`src/common/usi_map.vh`:
```
// Constants for the unit status indication block
`ifndef USI_MAP_VH
`define USI_MAP_VH
`define USI_CLK_HZ          10000000
`define USI_FLASH_MS        500
`define USI_FLASH_CYCLES    ((`USI_CLK_HZ / 1000) * `USI_FLASH_MS)
`define USI_FLASH_CNT_W     23
`define USI_WORD_BASE       16'h05dc
`define USI_WORDS_PER_UNIT  16'h0019
`define USI_WORD_LAST_OFS   16'h0018
`define USI_STATUS_OFS      16'h0002
`define USI_BATT_BIT        4'h3
`define USI_HOST_FAIL_BIT   4'h0
`define USI_NET_FAULT_BIT   4'h1
`define USI_SEL_OUT_BIT     2
`define USI_ENC_INC_IN      3'h0
`define USI_ENC_ABS_A       3'h1
`define USI_ENC_SSI         3'h2
`define USI_ENC_INC_OUT     3'h3
`define USI_ENC_STEP_OUT    3'h4
`endif

```
`src/verilog/usi_top.v`:
```
// Status LEDs, host word block and battery logic of the motion unit
//
// Operation
// - Run LED is off on failed startup or fatal error, flashes during discovery, else steady while ready and off otherwise.
// - Controller fault LED is off normally, flashes on startup hardware error or low battery, steady on log error.
// - Host comm fault LED is lit while host communication has failed.
// - Drive active LED is lit while a servo drive is being operated.
// - Eight LEDs show input bank n for selector 0-3 and output bank n-4 for 4-7, LED k bit k.
// - A 4-bit unit number 0 to f is read from the selector switch and must be unique on the host.
// - The unit uses 25 host words starting at 1500 plus 25 times the unit number.
// - Low battery flashes the fault LED, raises the battery-low flag and bit 3 of status word n+2.
// - Installing a new battery clears the low-battery flag and its flashing.
// - A software request copies programs, variables and tables from backed RAM to flash.
// - The encoder port offers five modes: incremental in, two absolute serial, encoder out, stepper.
`timescale 1ns/1ps
`include "usi_map.vh"
module usi_top (
   // Clock and reset
   input  wire        clk_in,
   input  wire        rst_n_in,
   // Unit state from the processor
   input  wire        startup_fail_in,
   input  wire        fatal_error_in,
   input  wire        discovery_busy_in,
   input  wire        ready_in,
   input  wire        startup_hw_error_in,
   input  wire        error_log_fault_in,
   input  wire        host_comm_fail_in,
   input  wire        drive_operating_in,
   input  wire        network_bus_fault_in,
   // General-purpose LED source data
   input  wire [2:0]  display_sel_in,
   input  wire [31:0] gp_inputs_in,
   input  wire [31:0] gp_outputs_in,
   // Pins: unit switch and battery monitor
   input  wire [3:0]  unit_switch_in,
   input  wire        battery_low_pin_in,
   // Host word block access
   input  wire [15:0] host_word_addr_in,
   // Flash save requests
   input  wire        save_program_to_flash_in,
   input  wire        save_variables_to_flash_in,
   input  wire        copy_done_in,
   // Encoder mode
   input  wire [2:0]  encoder_mode_in,
   // Status LEDs
   output reg         run_led_out,
   output reg         controller_fault_led_out,
   output reg         host_comm_fault_led_out,
   output reg         drive_active_led_out,
   output reg         network_fault_led_out,
   output reg  [7:0]  gp_led_out,
   // Host word block
   output reg  [3:0]  unit_number_out,
   output reg  [15:0] word_base_out,
   output reg         host_word_hit_out,
   output reg  [4:0]  host_word_ofs_out,
   output reg  [15:0] status_word_out,
   output reg  [15:0] status_word_addr_out,
   // Battery and flash copy
   output reg         battery_low_out,
   output reg         copy_busy_out,
   output reg  [2:0]  copy_item_out,
   // Encoder port mode
   output reg  [4:0]  encoder_mode_onehot_out
);

   ////////////////////////////////////////////////////////////////////////////
   // Timebase and pin synchronisers

   wire       flash;
   wire [3:0] unit_sw;
   wire       batt_pin;

   // Shared flash phase
   // one flash source
   usi_flash_gen u_flash (
      .clk_in    (clk_in),
      .rst_n_in  (rst_n_in),
      .flash_out (flash)
   );

   // Switch and battery pins cross into the clock domain
   usi_sync3 #(.W(5)) u_sync (
      .clk_in    (clk_in),
      .rst_n_in  (rst_n_in),
      .pin_in    ({battery_low_pin_in, unit_switch_in}),
      .clean_out ({batt_pin, unit_sw})
   );

   ////////////////////////////////////////////////////////////////////////////
   // Battery low flag

   // Set by the monitor, cleared when a good battery is seen again
   always @(posedge clk_in or negedge rst_n_in) begin
      if (!rst_n_in) begin
         battery_low_out <= 1'b0;
      end else if (batt_pin) begin
         battery_low_out <= 1'b1;
      end else begin
         battery_low_out <= 1'b0;
      end
   end

   ////////////////////////////////////////////////////////////////////////////
   // Status LEDs

   // Registered LED drive
   always @(posedge clk_in or negedge rst_n_in) begin
      if (!rst_n_in) begin
         run_led_out              <= 1'b0;
         controller_fault_led_out <= 1'b0;
         host_comm_fault_led_out  <= 1'b0;
         drive_active_led_out     <= 1'b0;
         network_fault_led_out    <= 1'b0;
      end else begin
         if (startup_fail_in || fatal_error_in) begin
            run_led_out <= 1'b0;
         end else if (discovery_busy_in) begin
            run_led_out <= flash;
         end else begin
            run_led_out <= ready_in;
         end
         if (error_log_fault_in) begin
            controller_fault_led_out <= 1'b1;
         end else if (startup_hw_error_in || battery_low_out) begin
            controller_fault_led_out <= flash;
         end else begin
            controller_fault_led_out <= 1'b0;
         end
         host_comm_fault_led_out <= host_comm_fail_in;
         drive_active_led_out    <= drive_operating_in;
         network_fault_led_out   <= network_bus_fault_in;
      end
   end

   ////////////////////////////////////////////////////////////////////////////
   // General-purpose LEDs

   reg [31:0] gp_src;

   always @* begin
      if (display_sel_in[`USI_SEL_OUT_BIT]) begin
         gp_src = gp_outputs_in;
      end else begin
         gp_src = gp_inputs_in;
      end
   end

   // Pick byte n of the chosen word, LED k shows bit k
   always @(posedge clk_in or negedge rst_n_in) begin
      if (!rst_n_in) begin
         gp_led_out <= 8'h00;
      end else begin
         gp_led_out <= gp_src[{display_sel_in[1:0], 3'h0} +: 8];
      end
   end

   ////////////////////////////////////////////////////////////////////////////
   // Unit number and host word block

   wire [15:0] next_base = `USI_WORD_BASE + {12'h000, unit_sw} * `USI_WORDS_PER_UNIT;
   wire [15:0] word_diff = host_word_addr_in - word_base_out;

   always @(posedge clk_in or negedge rst_n_in) begin
      if (!rst_n_in) begin
         unit_number_out      <= 4'h0;
         word_base_out        <= `USI_WORD_BASE;
         status_word_addr_out <= `USI_WORD_BASE + `USI_STATUS_OFS;
      end else begin
         unit_number_out      <= unit_sw;
         word_base_out        <= next_base;
         status_word_addr_out <= next_base + `USI_STATUS_OFS;
      end
   end

   always @(posedge clk_in or negedge rst_n_in) begin
      if (!rst_n_in) begin
         host_word_hit_out <= 1'b0;
         host_word_ofs_out <= 5'h00;
      end else if (host_word_addr_in >= word_base_out &&
                   word_diff <= `USI_WORD_LAST_OFS) begin
         host_word_hit_out <= 1'b1;
         host_word_ofs_out <= word_diff[4:0];
      end else begin
         host_word_hit_out <= 1'b0;
         host_word_ofs_out <= 5'h00;
      end
   end

   // Status word n+2 contents
   always @(posedge clk_in or negedge rst_n_in) begin
      if (!rst_n_in) begin
         status_word_out <= 16'h0000;
      end else begin
         status_word_out <= 16'h0000;
         status_word_out[`USI_BATT_BIT] <= battery_low_out;
         status_word_out[`USI_HOST_FAIL_BIT] <= host_comm_fail_in;
         status_word_out[`USI_NET_FAULT_BIT] <= network_bus_fault_in;
      end
   end

   ////////////////////////////////////////////////////////////////////////////
   // Flash save sequencer

   localparam [2:0] CP_IDLE = 3'h1;
   localparam [2:0] CP_PROG = 3'h2;
   localparam [2:0] CP_VARS = 3'h4;

   reg [2:0] cp_state;
   reg [2:0] next_cp_state;
   reg       vars_pending;

   always @* begin
      next_cp_state = cp_state;
      case (cp_state)
         CP_IDLE: begin
            if (save_program_to_flash_in) begin
               next_cp_state = CP_PROG;
            end else if (save_variables_to_flash_in) begin
               next_cp_state = CP_VARS;
            end
         end
         CP_PROG: begin
            if (copy_done_in) begin
               // A variables request in the final cycle is not lost
               next_cp_state = (vars_pending || save_variables_to_flash_in) ? CP_VARS : CP_IDLE;
            end
         end
         CP_VARS: begin
            if (copy_done_in) begin
               next_cp_state = CP_IDLE;
            end
         end
         default: begin
            next_cp_state = CP_IDLE;
         end
      endcase
   end

   // State and queued variable request
   always @(posedge clk_in or negedge rst_n_in) begin
      if (!rst_n_in) begin
         cp_state     <= CP_IDLE;
         vars_pending <= 1'b0;
      end else begin
         cp_state <= next_cp_state;
         // Clear first: a request served at once must not stay queued for later
         if (next_cp_state == CP_VARS) begin
            vars_pending <= 1'b0;
         end else if (save_variables_to_flash_in && cp_state != CP_VARS) begin
            vars_pending <= 1'b1;
         end
      end
   end

   // Copy status: item bit0 programs+tables, bit1 variables
   always @(posedge clk_in or negedge rst_n_in) begin
      if (!rst_n_in) begin
         copy_busy_out <= 1'b0;
         copy_item_out <= 3'h0;
      end else begin
         copy_busy_out <= (next_cp_state != CP_IDLE);
         copy_item_out <= {1'b0, next_cp_state[2], next_cp_state[1]};
      end
   end

   ////////////////////////////////////////////////////////////////////////////
   // Encoder port mode

   always @(posedge clk_in or negedge rst_n_in) begin
      if (!rst_n_in) begin
         encoder_mode_onehot_out <= 5'h01;
      end else if (encoder_mode_in == `USI_ENC_ABS_A) begin
         encoder_mode_onehot_out <= 5'h02;
      end else if (encoder_mode_in == `USI_ENC_SSI) begin
         encoder_mode_onehot_out <= 5'h04;
      end else if (encoder_mode_in == `USI_ENC_INC_OUT) begin
         encoder_mode_onehot_out <= 5'h08;
      end else if (encoder_mode_in == `USI_ENC_STEP_OUT) begin
         encoder_mode_onehot_out <= 5'h10;
      end else begin
         encoder_mode_onehot_out <= 5'h01;
      end
   end

endmodule

```
`src/verilog/usi_flash_gen.v`:
```
// Shared flash timebase for all blinking indicators
`timescale 1ns/1ps
`include "usi_map.vh"
module usi_flash_gen (
   // Clock and reset
   input  wire clk_in,
   input  wire rst_n_in,
   // Flash phase
   output reg  flash_out
);
   // Terminal count is formed at full width, then sliced to the counter width
   localparam [31:0]                 HALF_LAST_FULL = `USI_FLASH_CYCLES - 1;
   localparam [`USI_FLASH_CNT_W-1:0] HALF_LAST      = HALF_LAST_FULL[`USI_FLASH_CNT_W-1:0];
   reg [`USI_FLASH_CNT_W-1:0] count;

   // Toggle every half period, one second full period
   always @(posedge clk_in or negedge rst_n_in) begin
      if (!rst_n_in) begin
         count     <= {`USI_FLASH_CNT_W{1'b0}};
         flash_out <= 1'b0;
      end else if (count == HALF_LAST) begin
         count     <= {`USI_FLASH_CNT_W{1'b0}};
         flash_out <= ~flash_out;
      end else begin
         count <= count + 1'b1;
      end
   end
endmodule

```
`src/verilog/usi_sync3.v`:
```
// Three-stage synchroniser with agreement filter for a pin bus
`timescale 1ns/1ps
module usi_sync3 #(
   parameter W = 1
) (
   // Clock and reset
   input  wire         clk_in,
   input  wire         rst_n_in,
   // Pin side and clean side
   input  wire [W-1:0] pin_in,
   output reg  [W-1:0] clean_out
);
   reg [W-1:0] s1;
   reg [W-1:0] s2;
   reg [W-1:0] s3;

   // Shift chain
   always @(posedge clk_in or negedge rst_n_in) begin
      if (!rst_n_in) begin
         s1 <= {W{1'b0}};
         s2 <= {W{1'b0}};
         s3 <= {W{1'b0}};
      end else begin
         s1 <= pin_in;
         s2 <= s1;
         s3 <= s2;
      end
   end

   // Accept a change once second and third stage agree, else each bit holds
   always @(posedge clk_in or negedge rst_n_in) begin
      if (!rst_n_in) begin
         clean_out <= {W{1'b0}};
      end else begin
         clean_out <= (s3 & ~(s2 ^ s3)) | (clean_out & (s2 ^ s3));
      end
   end
endmodule

```
`config.mk`:
```
export PLATFORM = sky130hd
export DESIGN_NAME = usi_top
export DESIGN_NICKNAME = d
export VERILOG_FILES = /design/src/verilog/usi_top.v /design/src/verilog/usi_flash_gen.v /design/src/verilog/usi_sync3.v
export VERILOG_INCLUDE_DIRS = /design/src /design/src/common
export SDC_FILE = /design/constraint.sdc
export NUM_CORES = 1
export LEC_CHECK = 0
export ABC_CLOCK_PERIOD_IN_PS = 7300
export BUFFER_PORTS_ARGS = -buffer_cell sky130_fd_sc_hd__buf_2
export CAP_MARGIN = 0
export CORE_MARGIN = 8
export CORE_UTILIZATION = 55
export DETAILED_ROUTE_END_ITERATION = 8
export PLACE_DENSITY = 0.86
export SYNTH_ARGS = -nofsm -noshare
export SYNTH_HDL_FRONTEND = slang
export SYNTH_SLANG_ARGS = --single-unit
```
`constraint.sdc`:
```
create_clock -name clk_in -period 7.3 [get_ports clk_in]
set_input_delay 0.73 -clock clk_in [delete_from_list [all_inputs] [get_ports clk_in]]
set_output_delay 0.73 -clock clk_in [all_outputs]
set_load 0.005 [all_outputs]
```
==> results of run 1 <==
[cell usage after synthesis (5+ instances only)]
cell	n	share of area
maj3_1	5	0.0091
nor3_1	9	0.0082
inv_1	36	0.025
a21o_1	5	0.0068
xnor2_1	17	0.027
a21oi_1	18	0.016
dfrtp_1	84	0.38
dfstp_2	17	0.081
nand2_1	25	0.017
a31oi_1	5	0.0057
nor3b_1	6	0.0082
nor2b_1	5	0.0057
nand4_1	7	0.0080
ha_1	28	0.064
nor4_1	10	0.011
buf_4	28	0.038
mux4_2	16	0.066
mux2_2	9	0.018
and3_1	6	0.0068
nor2_1	28	0.019
nand3_1	19	0.017
xor2_1	23	0.037
o21ai_0	15	0.014
clkbuf_1	7	0.0048
[flip-flops by register name, indices dropped and copies added (netlist names), 8 cells and up, named ones only]
register,flops
status_word_addr_out,13
word_base_out,11
gp_led_out,8
u_flash.count,23
[final cells by class]
cell class,instances,area share
clock buffers,9,0.0192
multi-input cells,331,0.400
inverters,36,0.0209
flip-flops and latches,101,0.394
repair buffers,166,0.130
clock inverters,7,0.0101
well taps,133,0.0257
[worst paths after layout]
check,endpoint,cells after the start
setup / recovery,status_word_addr_out[10]$_DFF_PN1_,11
hold / removal,asynchronous set/reset pin,1
setup reg to reg,status_word_addr_out[10]$_DFF_PN1_,11
hold reg to reg,u_sync.s2[1]$_DFF_PN0_,0
max in group asynchronous,word_base_out[5]$_DFF_PN0_,2
min in group clk_in,u_sync.s2[1]$_DFF_PN0_,0
[logic make-up (layout without fill, tap and decap cells)]
family	count (synthesis)	in the layout	share of synthesized area
DFF	101	101	0.465
other	1	22	0.000684
xor gates and xnor gates	40	40	0.0639
muxes	28	28	0.0897
AOI/OAI and AO/OA	64	64	0.0778
and+or+nand+nor	140	140	0.138
buffers and inverters	78	218	0.0776
adders and majority gates	37	37	0.0877
[report_power, final]
part | total (mW) | switching [mW] | internal, mW
combinational | 0.607 | 0.348 | 0.259
clock | 0.333 | 0.202 | 0.131
sequential | 0.707 | 0.0495 | 0.658
[per-layer routing]
metal  vias to the layer above  part of all wire  GRT usage
met2                       201              0.51      0.370
met3                        21              0.10     0.0683
met4                         0             0.017     0.0648
met1                      2092              0.37      0.218
met5                         -                 0          0
li1                       1978                 -          -
[per-stage QoR]
stage	instance area (um^2)	util
after floorplan	5560	-
after global placement	6270	0.645
after detailed placement	6270	0.645
after CTS	6460	0.664
after global routing	6460	0.664
final	6460	0.664
==> flow_metrics.tcl, run 1 <==
set metrics [dict create \
    hold_class "primary input to asynchronous set/reset pin" \
    ys_types 61 \
    ctsResizeCount 0 \
    clock_skew_ns 0.0156 \
    critPathMaxFanout 6 \
    power.total_mw 1.65 \
    diodes 0 \
    hold_viol_final 0 \
    slowest_delay_ns 0.51 \
    critical_path.cell_chain "inv_1 > ha_1 > fa_1 > inv_1 > ha_1 > inv_1 > fa_1 > nor4_1 > nand3_1 > nor3b_1 > xor2_1" \
    htreeDepth 3 \
    rows 36 \
    die_h_um 116 \
    regToRegSetupSlack_ns 4.01 \
    setup_ws_ns 4.01 \
    hold_slack_ns 0.195 \
    synth_edf_count 0 \
    die_x_um 116 \
    max_freq_mhz 304 \
    finalMaxSlewViolations 0 \
    ioPinCount 186 \
    max_cap_viol_count 0 \
    setup-tns-final_ns 0 \
    initial_utilization 0.563 \
    gp_congestion 0.937 \
    drc 0 \
    slew_headroom 0.316 \
    cp.arrival_ns 3.58 \
    power_density_nw_per_um2 255 \
    num_vias 4292 \
    ys_seq_elements 101 \
    antenna_found_initial 0 \
    cts_root_buf "clkbuf_8" \
    layout_commonest_cell "buf_2" \
    multi_input_area_um2 2590 \
    end_kind "register" \
    clockBufferDepth 2 \
    synthesis.area_um2 5480 \
    fillCellCount 789 \
    path_delay_family "adder cells" \
    first_global_vias 4543 \
    instances_no_fill 783 \
    drt_wl_total_mm 13.5 \
    yosysSeqAreaShare 0.465 \
    fin_crit_ns 3.29 \
    p_leak_nw 3.19 \
    vias_per_cell 5.48 \
    cts_tree "yes" \
    ys_warn_count 0 \
    cp-start-kind "register" \
    tightest_slew_ns 1.03 \
    fin_nets 782 \
    vdd_drop_max_uv 125 \
    synth_ff_type "dfrtp_1" \
    numCtsBuffers 9 \
    syn_to_final_growth_pct 17.9 \
    clk_latency_ns 0.35 \
    status "finished clean" \
    dieArea_um2 13400 \
    regArea_um2 2550 \
    ant_nets 0 \
    post_cts_buffers 0 \
    timing.final.crit_share 0.451 \
    slowest_stage "fa_1" \
    drt_iter0_drc 213 \
    track_usage 0.204 \
    core_um2 9730 \
    numPortBuffers 164 \
    crit_path_frequent_cell "inv_1" \
    grt_pass1_wl_mm 21.7 \
    dp.cells 767 \
    required_ns 7.59 \
    final_cell_mix "163 x buf_2, 84 x dfrtp_1, 36 x inv_1" \
    cts.clk_slew.worst_paths_ns 0.11 \
    first_pass_iters 4 \
    synthArstFlopShare 1.00 \
    hpwlAfterDp_mm 11.0 \
    worst-path-buf-inv 3 \
    numClockSinks 101 \
    grt_max_degree 87 \
    drive_gt1_frac 0.357 \
    wl_per_cell_um 17.2 \
    syn_inst 489 \
    cts_hold_buf 0 \
    setup_viol 0 \
    critical_path_class "register to register" \
    gr-total-overflow 0 \
    rsz0062_at_grt "no" \
    avgSynthCellArea_um2 11.2 \
    pre_cts_slack_ns 4.01 \
]
Power figures use the tool's default switching activity.
==> run 2: changes to the inputs <==
--- a/config.mk
+++ b/config.mk
@@ -6,13 +6,13 @@
 export SDC_FILE = /design/constraint.sdc
 export NUM_CORES = 1
 export LEC_CHECK = 0
-export ABC_CLOCK_PERIOD_IN_PS = 7300
+export ABC_CLOCK_PERIOD_IN_PS = 3400
 export BUFFER_PORTS_ARGS = -buffer_cell sky130_fd_sc_hd__buf_2
 export CAP_MARGIN = 0
 export CORE_MARGIN = 8
-export CORE_UTILIZATION = 55
+export CORE_UTILIZATION = 51
 export DETAILED_ROUTE_END_ITERATION = 8
-export PLACE_DENSITY = 0.86
+export PLACE_DENSITY = 0.81
 export SYNTH_ARGS = -nofsm -noshare
 export SYNTH_HDL_FRONTEND = slang
 export SYNTH_SLANG_ARGS = --single-unit
==> constraint.sdc (replaced) <==
create_clock -name clk_in -period 3.4 [get_ports clk_in]
set_input_delay 0.34 -clock clk_in [delete_from_list [all_inputs] [get_ports clk_in]]
set_output_delay 0.34 -clock clk_in [all_outputs]
set_load 0.005 [all_outputs]
==> run 2 against run 1 <==
First-iteration DRC count rose by 33%. Flip-flop and latch count did not move. Via count decreased by 2.1%. Global-route usage down 0.97 points. Critical endpoint unchanged. Highest routed layer unchanged.
==> flow_metrics.tcl, run 2 (same netlist as run 1, synthesis figures left out) <==
set metrics [dict create \
    setup_viol 0 \
    ant_nets 0 \
    cts_root_buf "clkbuf_8" \
    worst-path-buf-inv 3 \
    critPathMaxFanout 6 \
    syn_to_final_growth_pct 18.6 \
    num_vias 4203 \
    finalMaxSlewViolations 0 \
    gr-total-overflow 0 \
    required_ns 3.69 \
    internal_power_mw 2.32 \
    largest_register "u_flash.count" \
    max_cap_viol_count 0 \
    end_kind "register" \
    die_x_um 120 \
    critical_path.cell_chain "inv_1 > ha_1 > fa_1 > inv_1 > ha_1 > inv_1 > fa_1 > nor4_2 > nand3_1 > nor3b_1 > xor2_1" \
    cts_tree "yes" \
    grt_pass1_wl_mm 22.7 \
    dieArea_um2 14300 \
    hold_viol_final 0 \
    clockBufferDepth 2 \
    numCtsBuffers 9 \
    core_um2 10700 \
    path_delay_family "adder cells" \
    die_h_um 120 \
    max_freq_mhz 314 \
    pre_cts_slack_ns 0.0474 \
    numPortBuffers 164 \
    power_density_nw_per_um2 553 \
    numClockSinks 101 \
    cp.arrival_ns 3.48 \
    p_comb_frac 0.363 \
    cts.clk_slew.worst_paths_ns 0.10 \
    p_leak_nw 3.20 \
    status "finished clean" \
    drive_gt1_frac 0.364 \
    wl_per_cell_um 17.1 \
    setup_ws_ns 0.213 \
    power.total_mw 3.60 \
    drt_wl_total_mm 13.5 \
    clk_latency_ns 0.36 \
    crit_path_frequent_cell "inv_1" \
    hold_class "primary input to register" \
    initial_utilization 0.515 \
    critical_path_class "register to register" \
    ioPinCount 186 \
    fillCellCount 926 \
    tightest_slew_ns 0.970 \
    placed_area_um2 6290 \
    p_clk_frac 0.213 \
    layout_commonest_cell "buf_2" \
    final_cell_mix "163 x buf_2, 82 x dfrtp_1, 35 x inv_1" \
    slowest_stage "fa_1" \
    switching_share 0.355 \
    clock_skew_ns 0.0124 \
    timing.final.crit_share 0.937 \
    vias_per_cell 5.31 \
    track_usage 0.194 \
    drc 0 \
    grt_max_degree 82 \
    slowest_delay_ns 0.50 \
    drt_iter0_drc 283 \
    first_pass_iters 4 \
    vdd_drop_max_uv 301 \
    antenna_found_initial 0 \
    diodes 0 \
    gp_congestion 0.900 \
    rsz0062_at_grt "no" \
    slew_headroom 0.353 \
    first_global_vias 4663 \
    fin_crit_ns 3.19 \
    hpwlAfterDp_mm 11.2 \
    rows 38 \
    htreeDepth 3 \
    setup-tns-final_ns 0 \
    hold_slack_ns 0.0792 \
    largest_reg_flops 23 \
    seqPwrFrac 0.425 \
    cp-start-kind "register" \
    p_sw_mw 1.28 \
    fin_nets 783 \
    fin_area_um2 6500 \
    top_regs "u_flash.count x23, status_word_addr_out x13, word_base_out x11" \
]
==> run 2: layer usage <==
| layer | vias up | GRT usage | routed length (um) |
|---|---|---|---|
| met1 | 2018 | 0.204 | 5070 |
| li1 | 1981 | - | - |
| met2 | 185 | 0.357 | 7020 |
| met4 | 0 | 0.0695 | 291 |
| met3 | 19 | 0.0629 | 1160 |
| met5 | - | 0 | 0 |
==> run 2: final cells by class <==
class	instances	area, um^2	area share
clock inverters	7	80.1	0.0123
repair buffers	167	846	0.130
inverters	36	135	0.0208
well taps	140	175	0.0269
multi-input cells	331	2590	0.399
flip-flops and latches	101	2550	0.392
clock buffers	9	124	0.0190
==> run 2: worst paths after layout <==
check | from | end | slack (ns) | cells after the start
worst max-delay path | register | status_word_addr_out[10]$_DFF_PN1_ | 0.21 | 11
worst min-delay path | network_bus_fault_in | status_word_out[1]$_DFF_PN0_ | 0.08 | 1
worst max register to register | register | status_word_addr_out[10]$_DFF_PN1_ | 0.21 | 11
worst min register to register | u_sync.s1[2]$_DFF_PN0_ | u_sync.s2[2]$_DFF_PN0_ | 0.36 | 0
max in group asynchronous | rst_n_in | cp_state[0]$_DFF_PN1_ | 2.45 | 2
min in group asynchronous | rst_n_in | u_sync.s1[4]$_DFF_PN0_ | 0.11 | 1
==> run 2: power groups by stage <==
stage               registers [mW]  clock network (mW)  logic (mW)
floorplan                     1.52                   0       0.923
global placement              1.54                   0        1.27
detailed placement            1.55                   0        1.30
CTS                           1.53               0.789        1.31
global route                  1.55               0.843        1.46
finish                        1.53               0.765        1.30
==> run 2: worst reg2reg max path: stages (launching register included) <==
cell	delay (ns)
dfrtp_2	0.43
inv_1	0.10
ha_1	0.32
fa_1	0.50
inv_1	0.05
ha_1	0.21
inv_1	0.08
fa_1	0.46
nor4_2	0.38
nand3_1	0.18
nor3b_1	0.25
xor2_1	0.16
==> run 2: metrics by stage <==
stage,utilization,cells
floorplan,-,510
global placement,0.591,775
detailed placement,0.591,775
CTS,0.610,791
global route,0.611,791
finish,0.611,791
==> run 2: repair_timing <==
| action | in CTS | in global routing |
|---|---|---|
| setup endpoints to repair | 0 | 1 |
| buffers inserted | 0 | 0 |
| gates resized for setup | 0 | 4 |
| hold buffers | 0 | 0 |
